$ cat config.mk
export PLATFORM = sky130hd
export DESIGN_NAME = frt_timer
export DESIGN_NICKNAME = d
export VERILOG_FILES = /design/src/design/frt_pkg.sv /design/src/design/frt_timer.sv
export SDC_FILE = /design/constraint.sdc
export NUM_CORES = 1
export LEC_CHECK = 0
export ABC_AREA = 0
export CAP_MARGIN = 0
export CELL_PAD_IN_SITES_DETAIL_PLACEMENT = 1
export CELL_PAD_IN_SITES_GLOBAL_PLACEMENT = 1
export CORE_ASPECT_RATIO = 1.2
export CORE_MARGIN = 3
export CORE_UTILIZATION = 51
export CTS_BUF_LIST = sky130_fd_sc_hd__clkbuf_16
export DETAILED_ROUTE_END_ITERATION = 16
export DONT_BUFFER_PORTS = 1
export PLACE_DENSITY_LB_ADDON = 0.1
export SLEW_MARGIN = 5
export SYNTH_ARGS = -nofsm -noshare
export SYNTH_HDL_FRONTEND = slang
export SYNTH_SLANG_ARGS = --single-unit
$ cat constraint.sdc
create_clock -name CLK_SYS -period 4.35 [get_ports CLK_SYS]
set_clock_uncertainty 0.1 [all_clocks]
set_input_delay 0.435 -clock CLK_SYS [delete_from_list [all_inputs] [get_ports CLK_SYS]]
set_output_delay 0.435 -clock CLK_SYS [all_outputs]
set_load 0.005 [all_outputs]
$ cat src/design/frt_pkg.sv
/*
  Constants for the 16-bit free-running timer: register offsets,
  field positions, reset values and prescaler encodings.
  Assumes a 32-bit classic Wishbone bus with byte addressing.
*/
package frt_pkg;
  // ==========================================================
  // Register byte offsets
  localparam logic [7:0] OFS_COUNT_HIGH   = 8'h00;
  localparam logic [7:0] OFS_COUNT_LOW    = 8'h04;
  localparam logic [7:0] OFS_SHADOW_HIGH  = 8'h08;
  localparam logic [7:0] OFS_SHADOW_LOW   = 8'h0C;
  localparam logic [7:0] OFS_STATUS       = 8'h10;
  localparam logic [7:0] OFS_FIRST_CTRL   = 8'h14;
  localparam logic [7:0] OFS_SECOND_CTRL  = 8'h18;
  // ==========================================================
  // Field positions
  localparam int BIT_ROLLOVER_FLAG   = 0;
  localparam int BIT_ROLLOVER_IRQ_EN = 0;
  localparam int BIT_PSEL_LO         = 0;
  localparam int BIT_EDGE_SELECT     = 2;
  // ==========================================================
  // Value after reset and reload, and the last count before wrap
  localparam logic [15:0] COUNT_RELOAD = 16'hFFFC;
  localparam logic [15:0] COUNT_MAX    = 16'hFFFF;
  // ==========================================================
  // Prescale select encodings and divider masks
  localparam logic [1:0] PSEL_DIV2 = 2'h0;
  localparam logic [1:0] PSEL_DIV4 = 2'h1;
  localparam logic [1:0] PSEL_DIV8 = 2'h2;
  localparam logic [1:0] PSEL_EXT  = 2'h3;
  localparam logic [2:0] MASK_DIV2 = 3'h1;
  localparam logic [2:0] MASK_DIV4 = 3'h3;
  localparam logic [2:0] MASK_DIV8 = 3'h7;
endpackage

$ cat src/design/frt_timer.sv
/*
  Free-running 16-bit timer with prescaler, external count input,
  two count views with byte latch, rollover flag and request.
  Assumes a classic Wishbone master on CLK_SYS and that the
  external count input is asynchronous to CLK_SYS.
*/
// Contract
// [RQ1] Sixteen-bit up-counter fed by a prescaler
// [RQ2] Prescaler divides CPU clock by 2, 4, 8
// [RQ3] External count at least four times slower
// [RQ4] Two views return the same count on reads
// [RQ5] Writing either low byte reloads FFFC
// [RQ6] Reset loads FFFC, the only reload value
// [RQ7] Software reads high byte before low byte
// [RQ8] High byte read latches low byte until read
// [RQ9] Later lone low read returns live byte
// [RQ10] Wrap FFFF to 0000 sets rollover flag
// [RQ11] Request needs enable set, global mask clear
// [RQ12] Clear: status read, then primary low access
// [RQ13] Shadow low accesses never clear flag
// [RQ14] Counting continues in idle sleep
// [RQ15] Deep stop freezes count, resumes after wake
// [RQ16] Unbonded count input reads as one
// [RQ17] Both select bits one pick external input
// [RQ18] Edge select picks active external transition
// [RQ19] External counting synchronised to CPU clock
// [RQ20] Each tick adds one, wrapping to zero
`timescale 1ns/1ps
`default_nettype none
module frt_timer #(
  parameter bit EXT_PIN_BONDED = 1'b1
) (
  input  wire logic        CLK_SYS,
  input  wire logic        RST,
  input  wire logic        CE,
  input  wire logic        WB_CYC_I,
  input  wire logic        WB_STB_I,
  input  wire logic        WB_WE_I,
  input  wire logic [7:0]  WB_ADR_I,
  input  wire logic [3:0]  WB_SEL_I,
  input  wire logic [31:0] WB_DAT_I,
  output var  logic [31:0] WB_DAT_O,
  output var  logic        WB_ACK_O,
  input  wire logic        EXT_COUNT_IN,
  input  wire logic        GLOBAL_IRQ_MASK,
  input  wire logic        IDLE_SLEEP,
  input  wire logic        DEEP_STOP,
  output var  logic        TIMER_IRQ
);
  // ==========================================================
  // State
  typedef struct packed {
    logic [15:0] cnt;
    logic [2:0]  presc;
    logic        ext_s1;
    logic        ext_s2;
    logic        ext_s3;
    logic        flag;
    logic        armed;
    logic [7:0]  latch;
    logic        latch_valid;
    logic        irq_en;
    logic [1:0]  psel;
    logic        edge_sel;
    logic        ack;
    logic [31:0] dat;
    logic        irq;
  } frt_state_t;

  frt_state_t s_reg;
  frt_state_t s_next;
  logic       acc;
  logic       rd;
  logic       wr;
  logic       tick;
  logic       ext_edge;
  logic [2:0] div_mask;

  // Register decode shared by reads, writes and side effects
  function automatic logic is_ofs(input logic [7:0] adr, input logic [7:0] ofs);
    is_ofs = (adr == ofs);
  endfunction

  // Bus request taken once per transfer, ack follows next cycle
  assign acc = WB_CYC_I && WB_STB_I && !s_reg.ack;
  assign rd  = acc && !WB_WE_I;
  assign wr  = acc && WB_WE_I;

  // Prescaler mask for the internal divide ratios
  // [RQ2] ratio select
  always_comb
  begin
    case (s_reg.psel)
      frt_pkg::PSEL_DIV2: div_mask = frt_pkg::MASK_DIV2;
      frt_pkg::PSEL_DIV4: div_mask = frt_pkg::MASK_DIV4;
      frt_pkg::PSEL_DIV8: div_mask = frt_pkg::MASK_DIV8;
      default:            div_mask = frt_pkg::MASK_DIV8;
    endcase
  end

  // Active edge from the synchronised external input
  // [RQ18] edge choice
  assign ext_edge = s_reg.edge_sel ? (s_reg.ext_s2 && !s_reg.ext_s3)
                                   : (!s_reg.ext_s2 && s_reg.ext_s3);

  // Count tick; idle sleep has no effect, deep stop freezes
  // [RQ14] idle ignored
  // [RQ17] external select
  assign tick = CE && !DEEP_STOP &&
                ((s_reg.psel == frt_pkg::PSEL_EXT) ? ext_edge
                 : ((s_reg.presc & div_mask) == div_mask));

  // Next-state logic
  always_comb
  begin
    s_next = s_reg;
    // Sample external pin; an unbonded pin reads one
    // [RQ16] unbonded high
    // [RQ19] clock-aligned sampling
    s_next.ext_s1 = EXT_PIN_BONDED ? EXT_COUNT_IN : 1'b1;
    s_next.ext_s2 = s_reg.ext_s1;
    s_next.ext_s3 = s_reg.ext_s2;
    // [RQ15] stop freezes prescaler
    if (!DEEP_STOP)
    begin
      s_next.presc = s_reg.presc + 3'h1;
    end
    // [RQ1] up-counter
    // [RQ20] increment by one
    if (tick)
    begin
      s_next.cnt = s_reg.cnt + 16'h0001;
    end
    // Handshake and read data
    s_next.ack = acc;
    s_next.dat = 32'h0000_0000;
    if (rd)
    begin
      // [RQ4] identical views
      if (is_ofs(WB_ADR_I, frt_pkg::OFS_COUNT_HIGH) ||
          is_ofs(WB_ADR_I, frt_pkg::OFS_SHADOW_HIGH))
      begin
        s_next.dat[7:0] = s_reg.cnt[15:8];
        // [RQ8] latch low byte
        if (!s_reg.latch_valid)
        begin
          s_next.latch = s_reg.cnt[7:0];
        end
        s_next.latch_valid = 1'b1;
      end
      else if (is_ofs(WB_ADR_I, frt_pkg::OFS_COUNT_LOW) ||
               is_ofs(WB_ADR_I, frt_pkg::OFS_SHADOW_LOW))
      begin
        // [RQ9] live byte after sequence
        s_next.dat[7:0]    = s_reg.latch_valid ? s_reg.latch : s_reg.cnt[7:0];
        s_next.latch_valid = 1'b0;
      end
      else if (is_ofs(WB_ADR_I, frt_pkg::OFS_STATUS))
      begin
        s_next.dat[frt_pkg::BIT_ROLLOVER_FLAG] = s_reg.flag;
        // [RQ12] first clear step
        if (s_reg.flag)
        begin
          s_next.armed = 1'b1;
        end
      end
      else if (is_ofs(WB_ADR_I, frt_pkg::OFS_FIRST_CTRL))
      begin
        s_next.dat[frt_pkg::BIT_ROLLOVER_IRQ_EN] = s_reg.irq_en;
      end
      else if (is_ofs(WB_ADR_I, frt_pkg::OFS_SECOND_CTRL))
      begin
        s_next.dat[frt_pkg::BIT_PSEL_LO +: 2]     = s_reg.psel;
        s_next.dat[frt_pkg::BIT_EDGE_SELECT]      = s_reg.edge_sel;
      end
    end
    if (wr && WB_SEL_I[0])
    begin
      // [RQ5] reload on low write
      // [RQ6] single reload value
      if (is_ofs(WB_ADR_I, frt_pkg::OFS_COUNT_LOW) ||
          is_ofs(WB_ADR_I, frt_pkg::OFS_SHADOW_LOW))
      begin
        s_next.cnt = frt_pkg::COUNT_RELOAD;
      end
      else if (is_ofs(WB_ADR_I, frt_pkg::OFS_FIRST_CTRL))
      begin
        s_next.irq_en = WB_DAT_I[frt_pkg::BIT_ROLLOVER_IRQ_EN];
      end
      else if (is_ofs(WB_ADR_I, frt_pkg::OFS_SECOND_CTRL))
      begin
        s_next.psel     = WB_DAT_I[frt_pkg::BIT_PSEL_LO +: 2];
        s_next.edge_sel = WB_DAT_I[frt_pkg::BIT_EDGE_SELECT];
      end
    end
    // Second clear step on primary low only, shadow never clears
    // [RQ12] second clear step
    // [RQ13] shadow leaves flag
    if (acc && s_reg.armed && is_ofs(WB_ADR_I, frt_pkg::OFS_COUNT_LOW))
    begin
      s_next.flag  = 1'b0;
      s_next.armed = 1'b0;
    end
    // Rollover sets the flag and wins over a clear
    // [RQ10] wrap sets flag
    if (tick && (s_reg.cnt == frt_pkg::COUNT_MAX))
    begin
      s_next.flag = 1'b1;
    end
    // Request stays pending until enabled and unmasked
    // [RQ11] gated request
    s_next.irq = s_reg.flag && s_reg.irq_en && !GLOBAL_IRQ_MASK;
  end

  // State register, frozen while CE is low
  always_ff @(posedge CLK_SYS or posedge RST)
  begin
    if (RST)
    begin
      s_reg     <= '0;
      s_reg.cnt <= frt_pkg::COUNT_RELOAD;
      s_reg.ext_s1 <= 1'b1;
      s_reg.ext_s2 <= 1'b1;
      s_reg.ext_s3 <= 1'b1;
    end
    else if (CE)
    begin
      s_reg <= s_next;
    end
  end

  assign WB_DAT_O  = s_reg.dat;
  assign WB_ACK_O  = s_reg.ack;
  assign TIMER_IRQ = s_reg.irq;
endmodule
`default_nettype wire

* Yosys cells after proc, flatten, opt, wreduce, memory -nomap -nowiden *
Cells that the tools add are included.

storage, ports and cells
  register bits after elaboration = 47

operators by class
  $add $sub $neg = 2
  equality and inequality tests = 12
  mux-type cells = 26
  bitwise operators = 4
  reduce and logical (&&, ||, !) cells = 36

operators by type and width
  cell                   number
  $mux 16                3
  $mux 8                 4
  $eq 8x5->1 const B     3
  $add 16x1->16 const B  1
  $eq 16x16->1 const B   1
  $eq 8x4->1 const B     2
  $logic_and 1x1->1      14
  $mux 1                 11
  $mux 10                1
  $reduce_bool 2->1      5
  $eq 8x3->1 const B     1
  $logic_not 8->1        1
  $logic_not 1->1        6
  $mux 2                 3
  $mux 3                 2
  $pmux 3 s2             1
  $reduce_and 3->1       2
  $reduce_and 6->1       1
  $mux 5                 1
  $reduce_and 5->1       1
  $ne 2x1->1 const B     2
  $reduce_and 2->1       2
  $reduce_and 4->1       1
  $add 3x1->3 const B    1
  other kinds (7)        10

* Depth between registers and ports, before layout *
  depth after elaboration = 9
  depth in mapped cells = 7
  mapped depth without buffers = 4

* Worst setup path after synthesis *
Ideal clock, no wire load.

  path type = input-to-reg
  start = input WB_ADR_I[1]
  end = register s_reg[37] in the netlist's numbering
  library setup time = 125 ps
  data arrival time = 1782 ps
  path slack = 2343 ps
  stages = 4
  cell sequence = or4_4 nor3_1 nor4bb_1 mux2_2

on the way
  cells in the longest elaborated chain, start to end = 4
  elaborated cells between the ends (all ways) = 6
  classes of those cells = eq/ne: 3; bitwise: 1; reduce/logical: 2

ends and longest elaborated chain
  item                                      RTL line          text
  from (decl)                               frt_timer.sv:39   input wire logic [7:0] WB_ADR_I,
  $eq 8x3->1 or $eq 8x4->1 (tied branches)  frt_timer.sv:81   is_ofs = (adr == ofs);
  $logic_or 1x1->1                          frt_timer.sv:181  if (is_ofs(WB_ADR_I, frt_pkg::OFS_COUNT_LOW) ||
  $not 1->1 (no source line)                --
  $reduce_and 4->1 (no source line) (*)     --
  to (signal assigned)                      frt_timer.sv:228  s_reg <= s_next;
  to (decl)                                 frt_timer.sv:70   frt_state_t s_reg;

Mark *: on every way between the ends. The rest lies on a longest branch, timed or not.
A chain may end at the register's enable or synchronous reset.

* Worst setup path in the final report *
  start = register s_reg, in the netlist WB_ACK_O
  end = register s_reg[68] in the netlist's numbering

on the way
  cells in the longest elaborated chain, start to end = 5

ends and longest elaborated chain
  item               RTL line          text
  $logic_not 1->1    frt_timer.sv:85   assign acc = WB_CYC_I && WB_STB_I && !s_reg.ack;
  $logic_and 1x1->1  frt_timer.sv:85
  $logic_and 1x1->1  frt_timer.sv:87   assign wr = acc && WB_WE_I;
  $logic_and 1x1->1  frt_timer.sv:177  if (wr && WB_SEL_I[0])
  $mux 16            frt_timer.sv:177

Every way passes these cells.

==> flow_summary_export.csv <==
group,metric,value,unit
power_and_ir_drop,pwr-share-seq,0.458,
power_and_ir_drop,p_sw,0.0003151,W
place,place.gp.congestion,0.7402,
floorplanning,die_h,87.88,microns
route,route.detailed.drc,0,
global_routing,overflow,0,
timing,holdWs,0.1462,ns
floorplanning,die_width,74.23,microns
clock_tree,clockBufferDepth,2,
critical_path,cp_slowest_cell,"nor3_2",
cells_and_area,layout.nets,320,
critical_path,start_kind,"flip-flop",
synthesis,synth_top_cells_by_count,"buf_4, dfrtp_1, a21oi_1",
power_and_ir_drop,p_comb_frac,0.130,
timing,rsz0062_at_grt,"false",
synthesis,synth.most_common_cell,"buf_4",
route,wl_per_cell,19.75,microns
clock_tree,clk_pin_slew,0.07,ns
timing,relSlewSlack,0.1750,
cells_and_area,multi_input_area,1405,sq um
timing,hold_violations,0,
synthesis,synth_area,2849,sq um
place,port_buffers,0,
timing,max_freq,0.4083,GHz
place,dp_cells,319,
timing,period_needed,2.449,ns
synthesis,synth_top_family_by_area,"simple AND/OR/NAND/NOR gates",
clock_tree,cts_max_level,2,
synthesis,async_reset_ff_frac,1.000,
power_and_ir_drop,p_int,0.0008832,W
global_routing,grt_pass1_wl,10.46,mm
clock_tree,cts_buffers,5,
flow_run,maxCapViolations,0,
timing,setup_tns,0,ns
run_status,status,"completed",
synthesis,yosys-mux-area-fraction,0.1375,
clock_tree,cts-resized-gates,0,
critical_path,crit_arrival,2.56,ns
global_routing,grt_max_degree,48,
synthesis,synthXorXnorAreaFrac,0.006148,
hold_path,hold_class,"input port to asynchronous set/reset pin",
critical_path,critPathCaptureType,"flip-flop",
critical_path,critPathMaxFanout,22,
power_and_ir_drop,pwr-share-clk,0.413,
route,firstDrtPassIters,4,
synthesis,ys.flop_type,"dfrtp_1",
route,vias,2041,
cells_and_area,drive_above_1_share,0.1849,
synthesis,avgSynthCellArea,10.14,sq um
clock_tree,cts_hold_buf,0,
cells_and_area,largest_reg_flops,35,
clock_tree,clkSinkCount,47,
synthesis,yosys.area.top_type,"dfrtp_1",
clock_tree,cts_setup_buffers,0,
synthesis,ys_seq_area_frac,0.4203,
synthesis,yosys.area.top_type_share,0.2635,
power_and_ir_drop,switching_share,0.2629,
route,drtAntennaViolNets,0,
floorplanning,die_area,6523,sq um
synthesis,synth_edf_count,0,
global_routing,grt_use_total,0.2091,
critical_path,criticalPathCategory,"flip-flop to flip-flop",
timing,worst_pin_slew,1.231,ns
synthesis,synthAdderAreaFrac,0.008783,
route,drt-total-wl,6.457,mm
route,via_per_inst,6.242,
timing,fin_crit_sh,0.5630,
synthesis,yosysWarningCount,0,
synthesis,yosys_register_bits,47,
timing,setup_viol,0,
power_and_ir_drop,power.density,413.9,nW/um^2
clock_tree,cts_tree,"done",
power_and_ir_drop,power_leakage,1.179,nW
synthesis,yosys.area_share.simple,0.1660,
synthesis,synth_compound_area_frac,0.1414,
clock_tree,clk_latency,0.29,ns
clock_tree,root_buffer,"clkbuf_16",
floorplanning,placementRows,29,
timing,drv_slew,0,
synthesis,synth_area_leaders,"dfrtp_1, dfstp_2, buf_4, mux2i_1, mux2_2",
critical_path,required,4.46,ns
cells_and_area,n_antenna_cell,0,
cells_and_area,fillers,587,
synthesis,synth_cells,281,
cells_and_area,fin_cells,327,
route,drt_iter0_markers,107,
cells_and_area,register_area,1197,sq um
floorplanning,start_util,0.5341,
floorplanning,io_pins,88,
synthesis,synth_cell_types,51,
floorplanning,core-area,5334,sq um
global_routing,grt_pass1_vias,2080,
global_routing,antenna_found_initial,0,
power_and_ir_drop,ir_worst_vdd,0.2723,mV
cells_and_area,syn_to_final_growth,1.625,%
critical_path,critPathMaxStageDelay,1.06,ns
critical_path,cp_cell_sequence,"nand4b_1, nor3_2, a21boi_0, mux2i_1",
place,hpwl,4.405,mm
power groups by stage:
stage / registers, W / clock network, W / logic, W
final: 0.000548 / 0.000494 / 0.000156
after global placement: 0.000549 / 0 / 0.000145
after floorplan: 0.000533 / 0 / 0.000147
after detailed placement: 0.000553 / 0 / 0.000153
after CTS: 0.000549 / 0.000501 / 0.000157
after global routing: 0.000557 / 0.000519 / 0.000180
metal layers:
layer,up-vias,share of wire,routed length (microns),GRT usage
li1,944,-,-,-
met1,1040,0.46,2951,0.2782
met2,49,0.48,3112,0.3484
met3,8,0.049,317,0.04133
met4,0,0.012,76,0.05340
met5,-,0,0,0
logic make-up after synthesis:
family	count (synthesis)
AOI/OAI and AO/OA	61
xor gates and xnor gates	2
adders and majority gates	2
buffers and inverters	54
DFF	47
muxes	37
other	1
and+or+nand+nor	77
cell type report:
type	count	area share
multi-input cells	203	0.4853
flip-flops and latches	47	0.4136
clock buffers	5	0.04322
well taps	62	0.02679
clock inverters	3	0.02204
inverters	7	0.009075
worst max-delay path: cells and delay by family (launching register included):
kind / cells / cell delay (ns)
simple gates: 2 / 1.42
flops: 1 / 0.40
compound gates: 1 / 0.24
mux: 1 / 0.21
cells in the final DEF (no fill, tap or decap), types with 3 or more instances in the layout:
| cell | Yosys | layout |
|---|---|---|
| nand2_1 | 15 | 15 |
| o2bb2ai_1 | 6 | 6 |
| nor2_1 | 9 | 9 |
| nand4_1 | 3 | 3 |
| nand3_1 | 10 | 10 |
| a21boi_0 | 10 | 10 |
| dfstp_2 | 17 | 17 |
| conb_1 | 1 | 24 |
| dfrtp_1 | 30 | 30 |
| or4_1 | 3 | 3 |
| nor3_1 | 8 | 7 |
| clkbuf_16 | 0 | 5 |
| mux2i_1 | 20 | 20 |
| nor4_1 | 7 | 7 |
| o21ai_0 | 6 | 6 |
| o31ai_1 | 4 | 4 |
| inv_1 | 6 | 6 |
| a21oi_1 | 23 | 23 |
| mux2_2 | 17 | 17 |
per-stage QoR:
| step | cell area [sq um] | total power (W) | utilization | worst slack (ns) |
|---|---|---|---|---|
| after global placement | 2706 | 0.0006940 | 0.5074 | 1.788 |
| after CTS | 2895 | 0.001207 | 0.5428 | 1.868 |
| after detailed placement | 2706 | 0.0007065 | 0.5074 | 1.701 |
| after global routing | 2895 | 0.001256 | 0.5428 | 1.661 |
| final | 2895 | 0.001198 | 0.5428 | 1.901 |
| after floorplan | 2935 | 0.0006801 | - | 2.343 |
path summary, 6_finish.rpt:
check	start	end	slack (ns)	depth (start not counted)
max reg2reg	WB_ACK_O$_DFFE_PP0P_	s_reg[68]$_DFFE_PP1P_	1.90	4
min in group CLK_SYS	CE	TIMER_IRQ$_DFFE_PP0P_	0.15	1
max	WB_ACK_O$_DFFE_PP0P_	s_reg[68]$_DFFE_PP1P_	1.90	4
min reg2reg	s_reg[54]$_DFFE_PP0P_	s_reg[54]$_DFFE_PP0P_	0.38	1
min	RST	s_reg[56]$_DFFE_PP0P_	0.15	1
max in group asynchronous	RST	s_reg[44]$_DFFE_PP0P_	3.39	1
(Power assumes the default switching activity.)
